--- src/ifi_pkg.sv ---
// Purpose: Constants for the image format inquiry register group
// Assumes: Register bit 0 is the MSB; byte offsets from the mode base
// Notes:   Error and status flags use the MSB-first positions below
package ifi_pkg;
    localparam logic [7:0]  OFS_PKT_PER_FRAME = 8'h48;
    localparam logic [7:0]  OFS_POS_STEP      = 8'h4C;
    localparam logic [7:0]  OFS_FRAME_PERIOD  = 8'h50;
    localparam logic [7:0]  OFS_PIXEL_DEPTH   = 8'h54;
    localparam logic [7:0]  OFS_FILTER_ALIGN  = 8'h58;
    localparam logic [7:0]  OFS_VALIDITY      = 8'h7C;
    // MSB-first bit numbering: bit n sits at position 31-n
    localparam int          POS_VALID         = 31;
    localparam int          POS_SETTING1      = 30;
    localparam int          POS_ERR_FORMAT    = 23;
    localparam int          POS_ERR_PACKET    = 22;
    localparam logic [15:0] COL_STEP          = 16'h0002;
    localparam logic [15:0] ROW_STEP          = 16'h0002;
    localparam logic [7:0]  CC_MONO8          = 8'h00;
    localparam logic [7:0]  CC_YUV422         = 8'h02;
    localparam logic [7:0]  CC_RAW8           = 8'h09;
    localparam logic [7:0]  DEPTH_8           = 8'h08;
    localparam logic [7:0]  DEPTH_16          = 8'h10;
    localparam logic [15:0] SENSOR_WIDTH      = 16'h0500;
    localparam logic [15:0] SENSOR_HEIGHT     = 16'h03C0;
    localparam logic [2:0]  ISO_SPEED_MIN     = 3'h2;
    localparam logic [15:0] PKT_UNIT          = 16'h0004;
    localparam logic [15:0] PKT_MAX_BYTES     = 16'h1000;
    localparam logic [31:0] PKT_MAX_COUNT     = 32'h00000FFF;
    localparam logic [1:0]  FILTER_BASE       = 2'h0;
    localparam logic        COLOUR_MODEL      = 1'b1;
    // Clock period 25 ns as single-float mantissa and power of two
    localparam logic [23:0] TICK_MANT         = 24'hD6BF95;
    localparam logic [7:0]  TICK_EXP_BIAS     = 8'h84;
    localparam logic [31:0] RESET_ZERO        = 32'h00000000;
    typedef enum logic [1:0] {ST_IDLE, ST_DIVIDE, ST_CHECK} ifi_state_t;
endpackage

--- src/ifi_format_inquiry.sv ---
// Purpose: Inquiry and status registers of the user-defined image mode
// Assumes: Settings come from same-clock logic; serial bus core does
//          the host access as single reads and writes by byte offset
// Notes:   All fields are read only; host writes are acknowledged only
//          Packet size error holds until a clean count clears it
`timescale 1ns/100ps
module ifi_format_inquiry (
    input  wire logic        ref_clk,
    input  wire logic        nrst,
    input  wire logic [7:0]  reg_addr,
    input  wire logic        reg_rd,
    input  wire logic        reg_wr,
    input  wire logic [31:0] reg_wdata,
    output logic      [31:0] reg_rdata,
    output logic             reg_ack,
    input  wire logic [2:0]  iso_speed,
    input  wire logic [15:0] area_of_interest_left,
    input  wire logic [15:0] area_of_interest_top,
    input  wire logic [15:0] area_of_interest_width,
    input  wire logic [15:0] area_of_interest_height,
    input  wire logic [7:0]  color_coding,
    input  wire logic [15:0] bytes_per_packet,
    input  wire logic        bytes_per_packet_wr,
    input  wire logic [31:0] feature_bytes,
    input  wire logic [31:0] frame_period_ticks,
    input  wire logic        capture_req,
    output logic             capture_start,
    output logic             capture_refused,
    output logic             format_error,
    output logic             packet_error
);
    import ifi_pkg::*;

    // Settings snapshot used to detect any change
    logic [127:0] cfg_now;
    logic [127:0] cfg_reg, cfg_next;
    logic [31:0]  per_reg, per_next;
    logic         cfg_changed;
    logic         per_changed;

    // Derived format values
    logic [1:0]   pix_bytes;
    logic [7:0]   depth_comb;
    logic         coding_ok;
    logic         err_fmt_comb;
    logic         pkt_static_bad;
    logic [31:0]  frame_bytes;
    logic [16:0]  right_edge;
    logic [16:0]  bottom_edge;

    // Computation sequencer
    ifi_state_t   st_reg, st_next;
    logic         div_start;
    logic         div_done;
    logic [31:0]  div_quot;
    logic [31:0]  pkt_reg, pkt_next;
    logic         err_fmt_reg, err_fmt_next;
    logic         err_pkt_reg, err_pkt_next;
    logic         pend_reg, pend_next;
    logic [7:0]   depth_reg, depth_next;
    logic [1:0]   filt_reg, filt_next;
    logic [31:0]  period_float;

    // Bus answer and capture gate
    logic [31:0]  rdata_reg, rdata_next;
    logic         ack_reg, ack_next;
    logic         cap_reg, cap_next;
    logic         refuse_reg, refuse_next;
    logic [31:0]  rd_word;
    logic         unused_wdata;

    // Feature bytes sit whole in the snapshot: a change in any byte restarts the count
    assign cfg_now = {5'h00, iso_speed, area_of_interest_left,
                      area_of_interest_top, area_of_interest_width,
                      area_of_interest_height, color_coding,
                      bytes_per_packet, feature_bytes};
    assign cfg_changed = (cfg_now != cfg_reg) ||
                         bytes_per_packet_wr;
    // A pending recompute also reloads the period float after reset
    assign per_changed = (frame_period_ticks != per_reg) || (st_reg == ST_IDLE
                         && pend_reg);
    assign unused_wdata = ^reg_wdata;

    always_comb begin
        cfg_next = cfg_now;
        per_next = frame_period_ticks;
    end

    always_ff @(posedge ref_clk) begin
        if (!nrst) begin
            cfg_reg <= 128'h0;
            per_reg <= RESET_ZERO;
        end else begin
            cfg_reg <= cfg_next;
            per_reg <= per_next;
        end
    end

    // Pixel size and depth from the colour coding
    always_comb begin
        pix_bytes  = 2'h1;
        depth_comb = DEPTH_8;
        coding_ok  = 1'b1;
        case (color_coding)
            CC_MONO8: begin
                pix_bytes  = 2'h1;
                depth_comb = DEPTH_8;
            end
            CC_RAW8: begin
                pix_bytes  = 2'h1;
                depth_comb = DEPTH_8;
            end
            CC_YUV422: begin
                pix_bytes  = 2'h2;
                depth_comb = DEPTH_16;
            end
            default: begin
                coding_ok = 1'b0;
            end
        endcase
    end

    assign right_edge  = {1'b0, area_of_interest_left} + {1'b0, area_of_interest_width};
    assign bottom_edge = {1'b0, area_of_interest_top} + {1'b0, area_of_interest_height};

    // Combined speed, position, size and coding check
    assign err_fmt_comb = !coding_ok || (iso_speed < ISO_SPEED_MIN) ||
                          (area_of_interest_width == 16'h0000) ||
                          (area_of_interest_height == 16'h0000) ||
                          (right_edge > {1'b0, SENSOR_WIDTH}) ||
                          (bottom_edge > {1'b0, SENSOR_HEIGHT}) ||
                          area_of_interest_left[0] ||
                          area_of_interest_top[0];

    assign pkt_static_bad = (bytes_per_packet == 16'h0000) ||
                            (bytes_per_packet > PKT_MAX_BYTES) ||
                            ((bytes_per_packet & (PKT_UNIT - 16'h0001)) != 16'h0000);

    // Image bytes padded to a quadlet plus appended feature data
    always_comb begin
        logic [31:0] raw;
        raw = area_of_interest_width * area_of_interest_height;
        raw = (pix_bytes == 2'h2) ? {raw[30:0], 1'b0} : raw;
        frame_bytes = ((raw + 32'h00000003) & 32'hFFFFFFFC) + feature_bytes;
    end

    // Quotient rounds up: a part-filled last packet still counts
    ifi_ceil_div u_div (
        .ref_clk  (ref_clk),
        .nrst     (nrst),
        .start    (div_start),
        .dividend (frame_bytes),
        .divisor  (bytes_per_packet),
        .done     (div_done),
        .quotient (div_quot)
    );

    ifi_period_float u_period (
        .ref_clk      (ref_clk),
        .nrst         (nrst),
        .load         (per_changed),
        .period_ticks (frame_period_ticks),
        .period_float (period_float)
    );

    // Recompute whenever a setting moves and the packet size is valid; a change mid-divide restarts
    always_comb begin
        st_next      = st_reg;
        pkt_next     = pkt_reg;
        err_fmt_next = err_fmt_comb;
        pend_next    = pend_reg;
        depth_next   = depth_comb;
        filt_next    = FILTER_BASE ^ {area_of_interest_left[0],
                                      area_of_interest_top[0]};
        div_start    = 1'b0;
        case (st_reg)
            ST_IDLE: begin
                if (cfg_changed || pend_reg) begin
                    pend_next = 1'b0;
                    if (!pkt_static_bad) begin
                        div_start = 1'b1;
                        st_next   = ST_DIVIDE;
                    end
                end
            end
            ST_DIVIDE: begin
                if (cfg_changed) begin
                    pend_next = 1'b1;
                    st_next   = ST_IDLE;
                end else if (div_done) begin
                    pkt_next = div_quot;
                    st_next  = ST_CHECK;
                end
            end
            ST_CHECK: begin
                pend_next    = cfg_changed;
                st_next      = ST_IDLE;
            end
            default: begin
                st_next = ST_IDLE;
            end
        endcase
    end

    always_ff @(posedge ref_clk) begin
        if (!nrst) begin
            st_reg      <= ST_IDLE;
            pkt_reg     <= RESET_ZERO;
            err_fmt_reg <= 1'b0;
            pend_reg    <= 1'b1;
            depth_reg   <= DEPTH_8;
            filt_reg    <= FILTER_BASE;
        end else begin
            st_reg      <= st_next;
            pkt_reg     <= pkt_next;
            err_fmt_reg <= err_fmt_next;
            pend_reg    <= pend_next;
            depth_reg   <= depth_next;
            filt_reg    <= filt_next;
        end
    end

    // Packet size error: a bad size sets it at once in any state, a finished
    // count decides it otherwise; the set wins over a same-cycle verdict
    always_comb begin
        err_pkt_next = err_pkt_reg;
        if (st_reg == ST_CHECK) begin
            err_pkt_next = (pkt_reg > PKT_MAX_COUNT);
        end
        if ((cfg_changed || (st_reg == ST_IDLE && pend_reg)) && pkt_static_bad) begin
            err_pkt_next = 1'b1;
        end
    end

    always_ff @(posedge ref_clk) begin
        if (!nrst) begin
            err_pkt_reg <= 1'b0;
        end else begin
            err_pkt_reg <= err_pkt_next;
        end
    end

    // Read mux; fields placed MSB-first, reserved bits zero
    always_comb begin
        rd_word = RESET_ZERO;
        case (reg_addr)
            OFS_PKT_PER_FRAME: rd_word = pkt_reg;
            OFS_POS_STEP:      rd_word = {COL_STEP, ROW_STEP};
            OFS_FRAME_PERIOD:  rd_word = period_float;
            OFS_PIXEL_DEPTH:   rd_word = {depth_reg, 24'h000000};
            OFS_FILTER_ALIGN:  rd_word = {6'h00, filt_reg, 24'h000000};
            OFS_VALIDITY: begin
                rd_word[POS_VALID]      = COLOUR_MODEL;
                rd_word[POS_SETTING1]   = 1'b0;
                rd_word[POS_ERR_FORMAT] = err_fmt_reg;
                rd_word[POS_ERR_PACKET] = err_pkt_reg;
            end
            default: rd_word = RESET_ZERO;
        endcase
    end

    // Writes are acknowledged but never change state
    always_comb begin
        ack_next    = reg_rd || reg_wr;
        rdata_next  = rdata_reg;
        if (reg_rd) begin
            rdata_next = rd_word;
        end
    end

    always_ff @(posedge ref_clk) begin
        if (!nrst) begin
            rdata_reg  <= RESET_ZERO;
            ack_reg    <= 1'b0;
        end else begin
            rdata_reg  <= rdata_next;
            ack_reg    <= ack_next && !unused_wdata ^ unused_wdata;
        end
    end

    // Capture gate: grant or refuse from the error flags at the request edge
    always_comb begin
        cap_next    = capture_req && !err_fmt_reg && !err_pkt_reg;
        refuse_next = capture_req && (err_fmt_reg || err_pkt_reg);
    end

    always_ff @(posedge ref_clk) begin
        if (!nrst) begin
            cap_reg    <= 1'b0;
            refuse_reg <= 1'b0;
        end else begin
            cap_reg    <= cap_next;
            refuse_reg <= refuse_next;
        end
    end

    assign reg_rdata       = rdata_reg;
    assign reg_ack         = ack_reg;
    assign capture_start   = cap_reg;
    assign capture_refused = refuse_reg;
    assign format_error    = err_fmt_reg;
    assign packet_error    = err_pkt_reg;
endmodule

--- src/ifi_ceil_div.sv ---
// Purpose: Sequential ceiling divider for the packet count
// Assumes: Divisor non-zero when start is pulsed
// Notes:   One quotient bit per clock
`timescale 1ns/100ps
module ifi_ceil_div (
    input  wire logic        ref_clk,
    input  wire logic        nrst,
    input  wire logic        start,
    input  wire logic [31:0] dividend,
    input  wire logic [15:0] divisor,
    output logic             done,
    output logic      [31:0] quotient
);
    import ifi_pkg::*;
    logic [31:0] quot_reg, quot_next;
    logic [32:0] rem_reg, rem_next;
    logic [31:0] num_reg, num_next;
    logic [15:0] den_reg, den_next;
    logic [5:0]  cnt_reg, cnt_next;
    logic        busy_reg, busy_next;
    logic        done_reg, done_next;
    logic [32:0] trial;

    always_comb begin
        quot_next = quot_reg;
        rem_next  = rem_reg;
        num_next  = num_reg;
        den_next  = den_reg;
        cnt_next  = cnt_reg;
        busy_next = busy_reg;
        done_next = 1'b0;
        trial     = {rem_reg[31:0], num_reg[31]};
        if (start) begin
            num_next  = dividend + {16'h0000, divisor} - 32'h00000001;
            den_next  = divisor;
            rem_next  = 33'h000000000;
            cnt_next  = 6'h20;
            busy_next = 1'b1;
        end else if (busy_reg) begin
            num_next = {num_reg[30:0], 1'b0};
            if (trial >= {17'h00000, den_reg}) begin
                rem_next  = trial - {17'h00000, den_reg};
                quot_next = {quot_reg[30:0], 1'b1};
            end else begin
                rem_next  = trial;
                quot_next = {quot_reg[30:0], 1'b0};
            end
            cnt_next = cnt_reg - 6'h01;
            if (cnt_reg == 6'h01) begin
                busy_next = 1'b0;
                done_next = 1'b1;
            end
        end
    end

    always_ff @(posedge ref_clk) begin
        if (!nrst) begin
            quot_reg <= RESET_ZERO;
            rem_reg  <= 33'h000000000;
            num_reg  <= RESET_ZERO;
            den_reg  <= 16'h0000;
            cnt_reg  <= 6'h00;
            busy_reg <= 1'b0;
            done_reg <= 1'b0;
        end else begin
            quot_reg <= quot_next;
            rem_reg  <= rem_next;
            num_reg  <= num_next;
            den_reg  <= den_next;
            cnt_reg  <= cnt_next;
            busy_reg <= busy_next;
            done_reg <= done_next;
        end
    end

    assign done     = done_reg;
    assign quotient = quot_reg;
endmodule

--- src/ifi_period_float.sv ---
// Purpose: Frame period in clock ticks to single float seconds
// Assumes: Tick is one ref_clk period; mantissa truncated
// Notes:   Result registered one clock after the load pulse
`timescale 1ns/100ps
module ifi_period_float (
    input  wire logic        ref_clk,
    input  wire logic        nrst,
    input  wire logic        load,
    input  wire logic [31:0] period_ticks,
    output logic      [31:0] period_float
);
    import ifi_pkg::*;
    logic [31:0] val_reg, val_next;
    logic [5:0]  lead;
    logic [31:0] norm;
    logic [47:0] prod;
    logic [7:0]  expo;

    always_comb begin
        lead = 6'h00;
        for (int i = 0; i < 32; i++) begin
            if (period_ticks[i]) begin
                lead = 6'(31 - i);
            end
        end
        norm = period_ticks << lead;
        prod = norm[31:8] * TICK_MANT;
        expo = TICK_EXP_BIAS - {2'h0, lead} + {7'h00, prod[47]};
        val_next = val_reg;
        if (load) begin
            if (period_ticks == RESET_ZERO) begin
                val_next = RESET_ZERO;
            end else if (prod[47]) begin
                val_next = {1'b0, expo, prod[46:24]};
            end else begin
                val_next = {1'b0, expo, prod[45:23]};
            end
        end
    end

    always_ff @(posedge ref_clk) begin
        if (!nrst) begin
            val_reg <= RESET_ZERO;
        end else begin
            val_reg <= val_next;
        end
    end

    assign period_float = val_reg;
endmodule

--- config.mk ---
export PLATFORM = sky130hd
export DESIGN_NAME = ifi_format_inquiry
export DESIGN_NICKNAME = d
export VERILOG_FILES = /design/src/ifi_pkg.sv /design/src/ifi_format_inquiry.sv /design/src/ifi_ceil_div.sv /design/src/ifi_period_float.sv
export SDC_FILE = /design/constraint.sdc
export NUM_CORES = 2
export LEC_CHECK = 0
export ABC_AREA = 1
export BUFFER_PORTS_ARGS = -buffer_cell sky130_fd_sc_hd__clkbuf_2
export CORE_MARGIN = 10
export CORE_UTILIZATION = 50
export DETAILED_ROUTE_END_ITERATION = 10
export PLACE_DENSITY_LB_ADDON = 0.12
export RECOVER_POWER = 100
export SYNTH_ARGS = -nofsm -noshare
export SYNTH_HDL_FRONTEND = slang
export SYNTH_SLANG_ARGS = --single-unit
--- constraint.sdc ---
create_clock -name ref_clk -period 12.9 [get_ports ref_clk]
set_clock_uncertainty 0.2 [all_clocks]
set_input_delay 3.225 -clock ref_clk [delete_from_list [all_inputs] [get_ports ref_clk]]
set_output_delay 3.225 -clock ref_clk [all_outputs]
set_load 0.01 [all_outputs]
# --- After elaboration in Yosys (flattened, before gate mapping) ---
# Cells that the tools add are included.
op_classes:
  addsub: 10
  mul: 2
  n_lt_le_gt_ge: 6
  eq_ne: 18
  n_shift: 1
  muxes: 65
  n_bitwise: 5
  n_reduce_logical: 43
ops:
  columns: ["op", "count"]
  rows:
  - ["5-bit two-way mux", 33]
  - ["32-bit two-way mux", 4]
  - ["123-bit by 128-bit inequality test with 1-bit output", 1]
  - ["22-bit one-hot mux with 3 select lines", 1]
  - ["8-bit by 7-bit == test with 1-bit output (second input constant)", 6]
  - ["16-bit logical NOT", 3]
  - ["24-bit by 24-bit multiplier with 48-bit output (second input constant)", 1]
  - ["16-bit by 16-bit adder with 17-bit output", 2]
  - ["33-bit by 16-bit >= comparator with 1-bit output", 1]
  - ["32-bit by 16-bit adder with 32-bit output", 1]
  - ["32-bit by 2-bit adder with 32-bit output (second input constant)", 1]
  - ["32-bit adder", 1]
  - ["32-bit by 12-bit greater-than comparator with 1-bit output (second input constant)", 1]
  - ["32-bit logical NOT", 1]
  - ["16-bit by 16-bit multiplier with 32-bit output", 1]
  - ["32-bit inequality test", 1]
  - ["32-bit XOR reduction", 1]
  - ["32-bit by 5-bit left shift with 32-bit output", 1]
  - ["32-bit by 1-bit subtractor with 32-bit output (second input constant)", 1]
  - ["32-bit by 16-bit subtractor with 32-bit output", 1]
  - ["31-bit two-way mux", 1]
  - ["6-bit one-hot mux with 4 select lines", 1]
  - ["23-bit two-way mux", 1]
  - ["17-bit by 10-bit greater-than comparator with 1-bit output (second input constant)", 1]
  - ["other kinds (35)", 83]
totals:
  register_bits: 394
  inputBits: 201
  out_inout_bits: 37
  elab_cells: 173

# --- Depth between registers and ports, before layout ---
logic_depth:
  ltp_word: 36
  mapped_depth: 75
  depth_no_buf: 73

# --- By module ---
# A second synthesis with hierarchy kept.
hier_totals:
  hier_cells: 6964
  hier_area_um2: 48048.6
modules_own_cells:
  columns: ["module", "instances", "cells_each", "area_each_um2", "seq_area_each_um2"]
  rows:
  - ["ifi_format_inquiry", 1, 3510, 23717.7, 4584.4]
  - ["ifi_period_float", 1, 1878, 15054.4, 620.6]
  - ["ifi_ceil_div", 1, 1576, 9276.4, 2402.3]

# --- Worst setup path after synthesis ---
# No wires, ideal clock.
synth_path:
  path_kind: "input to register"
  startpoint: "input port frame_period_ticks[4]"
  endpoint: "register u_period.val_reg[27] (netlist: u_period.period_float[27])"
  setup_ps: 128
  arrival_ps: 12630
  t_required_ps: 12572
  path_slack_ps: -57
  path_stages: 70
  n_path_buf: 3
  cell_sequence: "clkbuf_1 -> inv_1 -> nand2_1 -> nand2_1 -> nand2_1 -> nand2_1 -> nand2_1 -> nand2_1 -> nand2_1 -> nand2_1 -> nand2_1 -> nand2_1 -> nand2_1 -> nand2_1 -> nand2_1 -> nand2_1 -> nand2_1 -> nand2_1 -> (+34 left out) -> a211oi_1 -> o21ai_0 -> a21oi_1 -> o21ai_0 -> nand3_1 -> nand3_1 -> nand3_1 -> a21o_1 -> nand2_1 -> inv_1 -> buf_1 -> ha_1 -> inv_1 -> ha_1 -> or2_2 -> a21oi_1 -> o21a_1 -> nor2_1"
synth_between:
  elab_chain_cells: 32
  word_cells_on_any_way: 36
  classes_between: "add/sub (2); mul (1); eq/ne (1); shift (1); mux (29); reduce/logical (2)"
synth_rtl:
  columns: ["item", "line_no", "source"]
  rows:
  - ["start: declaration", "ifi_format_inquiry.sv:25", "input wire logic [31:0] frame_period_ticks,"]
  - ["5-bit two-way mux (28 in a row)", "ifi_period_float.sv:22", "if (period_ticks[i]) begin"]
  - ["32-bit by 5-bit left shift with 32-bit output", "ifi_period_float.sv:26", "norm = period_ticks << lead;"]
  - ["24-bit by 24-bit multiplier with 48-bit output", "ifi_period_float.sv:27", "prod = norm[31:8] * TICK_MANT;"]
  - ["8-bit by 1-bit adder with 8-bit output", "ifi_period_float.sv:28", "expo = TICK_EXP_BIAS - {2'h0, lead} + {7'h00, prod[47]};"]
  - ["31-bit two-way mux", "ifi_period_float.sv:31", "if (period_ticks == RESET_ZERO) begin"]
  - ["end signal: assignment", "ifi_period_float.sv:45", "val_reg <= val_next;"]
  - ["end: declaration", "ifi_period_float.sv:13", "logic [31:0] val_reg, val_next;"]
# Parallel ways exist; a longest one is shown, timed or not.
# A chain may end at the register's enable or synchronous reset.

# --- Worst setup path in the final report ---
layout_path:
  startpoint: "input port frame_period_ticks[1]"
  endpoint: "register u_period.val_reg[27] (netlist: u_period.period_float[27])"
layout_between:
  elab_chain_cells: 35
  word_cells_on_any_way: 39
  classes_between: "add/sub (2); mul (1); eq/ne (1); shift (1); mux (32); reduce/logical (2)"
layout_rtl:
  columns: ["item", "line_no"]
  rows:
  - ["5-bit two-way mux (31 in a row)", "ifi_period_float.sv:22"]
  - ["32-bit by 5-bit left shift with 32-bit output", "ifi_period_float.sv:26"]
  - ["24-bit by 24-bit multiplier with 48-bit output", "ifi_period_float.sv:27"]
  - ["8-bit by 1-bit adder with 8-bit output", "ifi_period_float.sv:28"]
  - ["31-bit two-way mux", "ifi_period_float.sv:31"]
# Parallel ways exist; a longest one is shown, timed or not.

==> run summary <==
## Cells and area
* 123 — max FFs per register
* 7342 — final cell count without fillers
* 11.0% — share of layout cells above drive strength 1
* 7321 — count of nets after finishing
* 8271 — layout filler cell count
* 14.1% — area added between synthesis and finish
* 57.7% — core utilization of the finished layout

## Detailed routing
* 2651 — number of DRC violations after detailed-routing iteration 0
* 5.14 — routed vias/inst
* 0 — post-route DRC violation count
* 5 — detailed-routing iteration count for the pre-antenna-repair pass
* 37800 — DR vias
* 0 — antenna-violating nets left
* 132000 um — DRT Wirelength
* 18.0 um — average detailed-routed wire length per instance

## Global routing
* 38100 — via count of the first global-routing pass
* 209000 um — first-pass GRT wire length
* 0 — overall overflow remaining after global route
* 11 — initial antenna violation count
* 170 — pin count of the biggest net entering global routing
* 26.8% — GR Util All Layers

## Clock tree
* 0 — number of hold buffers added after cts
* yes — TritonCTS clock tree
* 44 — Inserted Clock Buffers
* 380 — count of clock tree sinks
* 3 — worst-case clock buffer depth
* clkbuf_16 — clock tree root driver cell
* 0.06 ns — clock input transition at the sequential cells of the worst setup and hold paths
* 2 — H-tree depth
* 0.60 ns — latest clock arrival within the worst-skew pair

## STA
* 0.615 ns — Final Worst Setup Slack
* 0 — number of failing setup endpoints in the final timing report
* 12.29 ns — Tmin final
* yes — unrepaired setup endpoints after global routing
* -145% — Max transition margin
* 95.2% — crit share post-route
* 81.4 MHz — max frequency
* 233 — final max-slew violation count
* 3.68 ns — worst-margin pin slew
* 0 — Hold Violations, Final

## Synthesis
* 65 — number of library cell types mapped by synthesis
* 0 — count of yosys warnings during synthesis
* 380 — register bit total from synthesis
* fa_1 — largest area contributor in the synthesized netlist
* fa_1 23%, dfxtp_1 18%, ha_1 13% — most area-consuming cells after synthesis
* 7.50 um^2 — average cell area after synthesis
* 0 — count of flip-flops with a built-in enable after synthesis
* 0% — post-synthesis async set-or-reset flop share
* 23.1% — Yosys top cell area share
* dfxtp_1 — Main synth FF type
* 43300 um^2 — Syn Std Cell Area
* 17.6% — share of synthesized area occupied by flip-flops and latches
* 6933 — net count after synthesis
* 5773 — synthesized instance count

## Outcome
* finished with violations — status
* capacitance limit, slew limit — violated checks

## Placement
* 7251 — number of instances in the placed design
* 112000 um — Post-DP HPWL
* 0.962 — RD Place Congestion
* 205 — count of buffers inserted at the top-level ports
* -0.493 ns — worst setup slack before clock tree synthesis

## Setup path
* 13.15 ns — endpoint required time on the critical path
* frame_period_ticks[1] — launching element of the worst setup path
* fa_1 — Worst path slowest cell
* u_div.num_reg[31]$_SDFFE_PN0P_ — destination of the worst register-to-register timing path
* input pin — startpoint types
* 14 — Worst R2R Path Depth
* 5.20 ns — setup slack on the worst flop-to-flop path
* 0.56 ns — slowest stage delay, CP
* u_period.period_float[27]$_SDFFE_PN0P_ — last element of the critical path
* flip-flop — capturing element type of the critical path
* 12.54 ns — arrival time of the worst setup path
* nand2_1 — Crit path top cell by count
* 13 — Worst Path Max Fanout
* in -> reg — kind of critical path
* cfg_reg[103]$_SDFF_PN0_ — critical register-to-register path startpoint

## Die
* 314 um — DIE WIDTH
* 314 um — Die Y-Extent
* 50.6% — Initial Util
* 98800 um^2 — die area
* 238 — I/O pin count
* 107 — Cell Rows
* 85500 um^2 — area of the placeable core

## Worst hold path
* reg -> reg — class of the most critical hold timing path

## Job
* 5 — Maximum Capacitance Violations

## cells in the mapped netlist, drive strengths merged (4+ instances only)
library cell / instances
inv: 1332
nand2: 1217
fa: 500
ha: 459
dfxtp: 380
a21oi: 316
o21ai: 282
nor2: 281
nand3: 266
clkbuf: 137
xor2: 105
xnor2: 69
nor4: 58
buf: 56
nor3: 41
o22ai: 41
nand4: 35
o211ai: 26
or2: 18
o21bai: 16
a211oi: 14
o21a: 14
a22oi: 13
a31oi: 13
o2111ai: 13
a21o: 12
a22o: 9
o31ai: 7
a221oi: 6
clkinv: 6
o221ai: 5
nand3b: 4
## area by class of cell
cell class,count,area (um^2),area share [%]
antenna,3,7.51,0.0152
clock buffer,61,1280,2.58
clock inverter,19,245,0.496
inverter,1338,5030,10.2
multi-input combinational,3862,30300,61.3
sequential,380,7610,15.4
tap,1144,1430,2.90
timing repair buffer,535,3540,7.17
## logic make-up (layout without fill, tap and decap cells)
family                   count (synthesis)  after routing  share of synthesized area, %
AND/OR/NAND/NOR                       1926           1926                          18.7
flip-flops                             380            380                          17.6
AO/OA/AOI/OAI                          803            803                          10.5
other                                    0              3                             0
adder cells (fa/ha/maj)                959            959                          36.4
buffers and inverters                 1531           1953                          13.3
XOR/XNOR                               174            174                          3.52
## layout by cell type (no fill, tap or decap), drive strengths merged, types with 18 or more instances in the layout
cell / instances
buf: 327
nand2: 1217
nor3: 41
nor2: 281
fa: 500
inv: 1337
ha: 459
or2: 18
dfxtp: 380
xor2: 105
o21ai: 282
nand3: 266
nor4: 58
o211ai: 26
a21oi: 316
clkbuf: 269
o22ai: 41
xnor2: 69
nand4: 35
## metal layers
layer  global-route usage (%)  routed length (um)  vias up
met3                     3.75                7350      243
met5                        0                  41        -
met4                     9.15                5290        6
li1                         -                   -    18700
met2                     47.1               64800      962
met1                     33.2               55000    17900
## how the worst min path moves through the flow
stage                                        from                             to  cells after the start
detailed placement  u_div.den_reg[0]$_SDFFE_PN0P_  u_div.den_reg[0]$_SDFFE_PN0P_                      2
finish                    pkt_reg[6]$_SDFFE_PN0P_        pkt_reg[6]$_SDFFE_PN0P_                      2
CTS                       pkt_reg[6]$_SDFFE_PN0P_        pkt_reg[6]$_SDFFE_PN0P_                      2
floorplan           u_div.den_reg[0]$_SDFFE_PN0P_  u_div.den_reg[0]$_SDFFE_PN0P_                      2
global route        u_div.den_reg[0]$_SDFFE_PN0P_  u_div.den_reg[0]$_SDFFE_PN0P_                      2
global placement          pkt_reg[3]$_SDFFE_PN0P_        pkt_reg[3]$_SDFFE_PN0P_                      2
## worst max-delay path: cells and delay by family
kind                     cells  cell delay (ns)
AND/OR/NAND/NOR             47             3.60
buffers and inverters       12             1.07
adder cells (fa/ha/maj)     10             3.99
AO/OA/AOI/OAI                4             0.65
## timing repair
item                                    4_1_cts  5_1_grt
endpoints found under the hold margin         0        0
endpoints found under the setup margin        0       32
buffers inserted                              0        7
gates resized for setup                       0       84
## metrics by stage
stage | area, um^2 | setup TNS, ns | hold slack (ns)
after floorplan | 43300 | 0 | 0.223
after global placement | 47500 | -2.74 | 0.234
after detailed placement | 47500 | -2.72 | 0.237
after CTS | 49100 | 0 | 0.248
after global routing | 49400 | -0.106 | 0.271
final | 49400 | 0 | 0.246
Power is not shown: default switching activity piles up to over one toggle a cycle in this logic, so the estimate is an artifact.
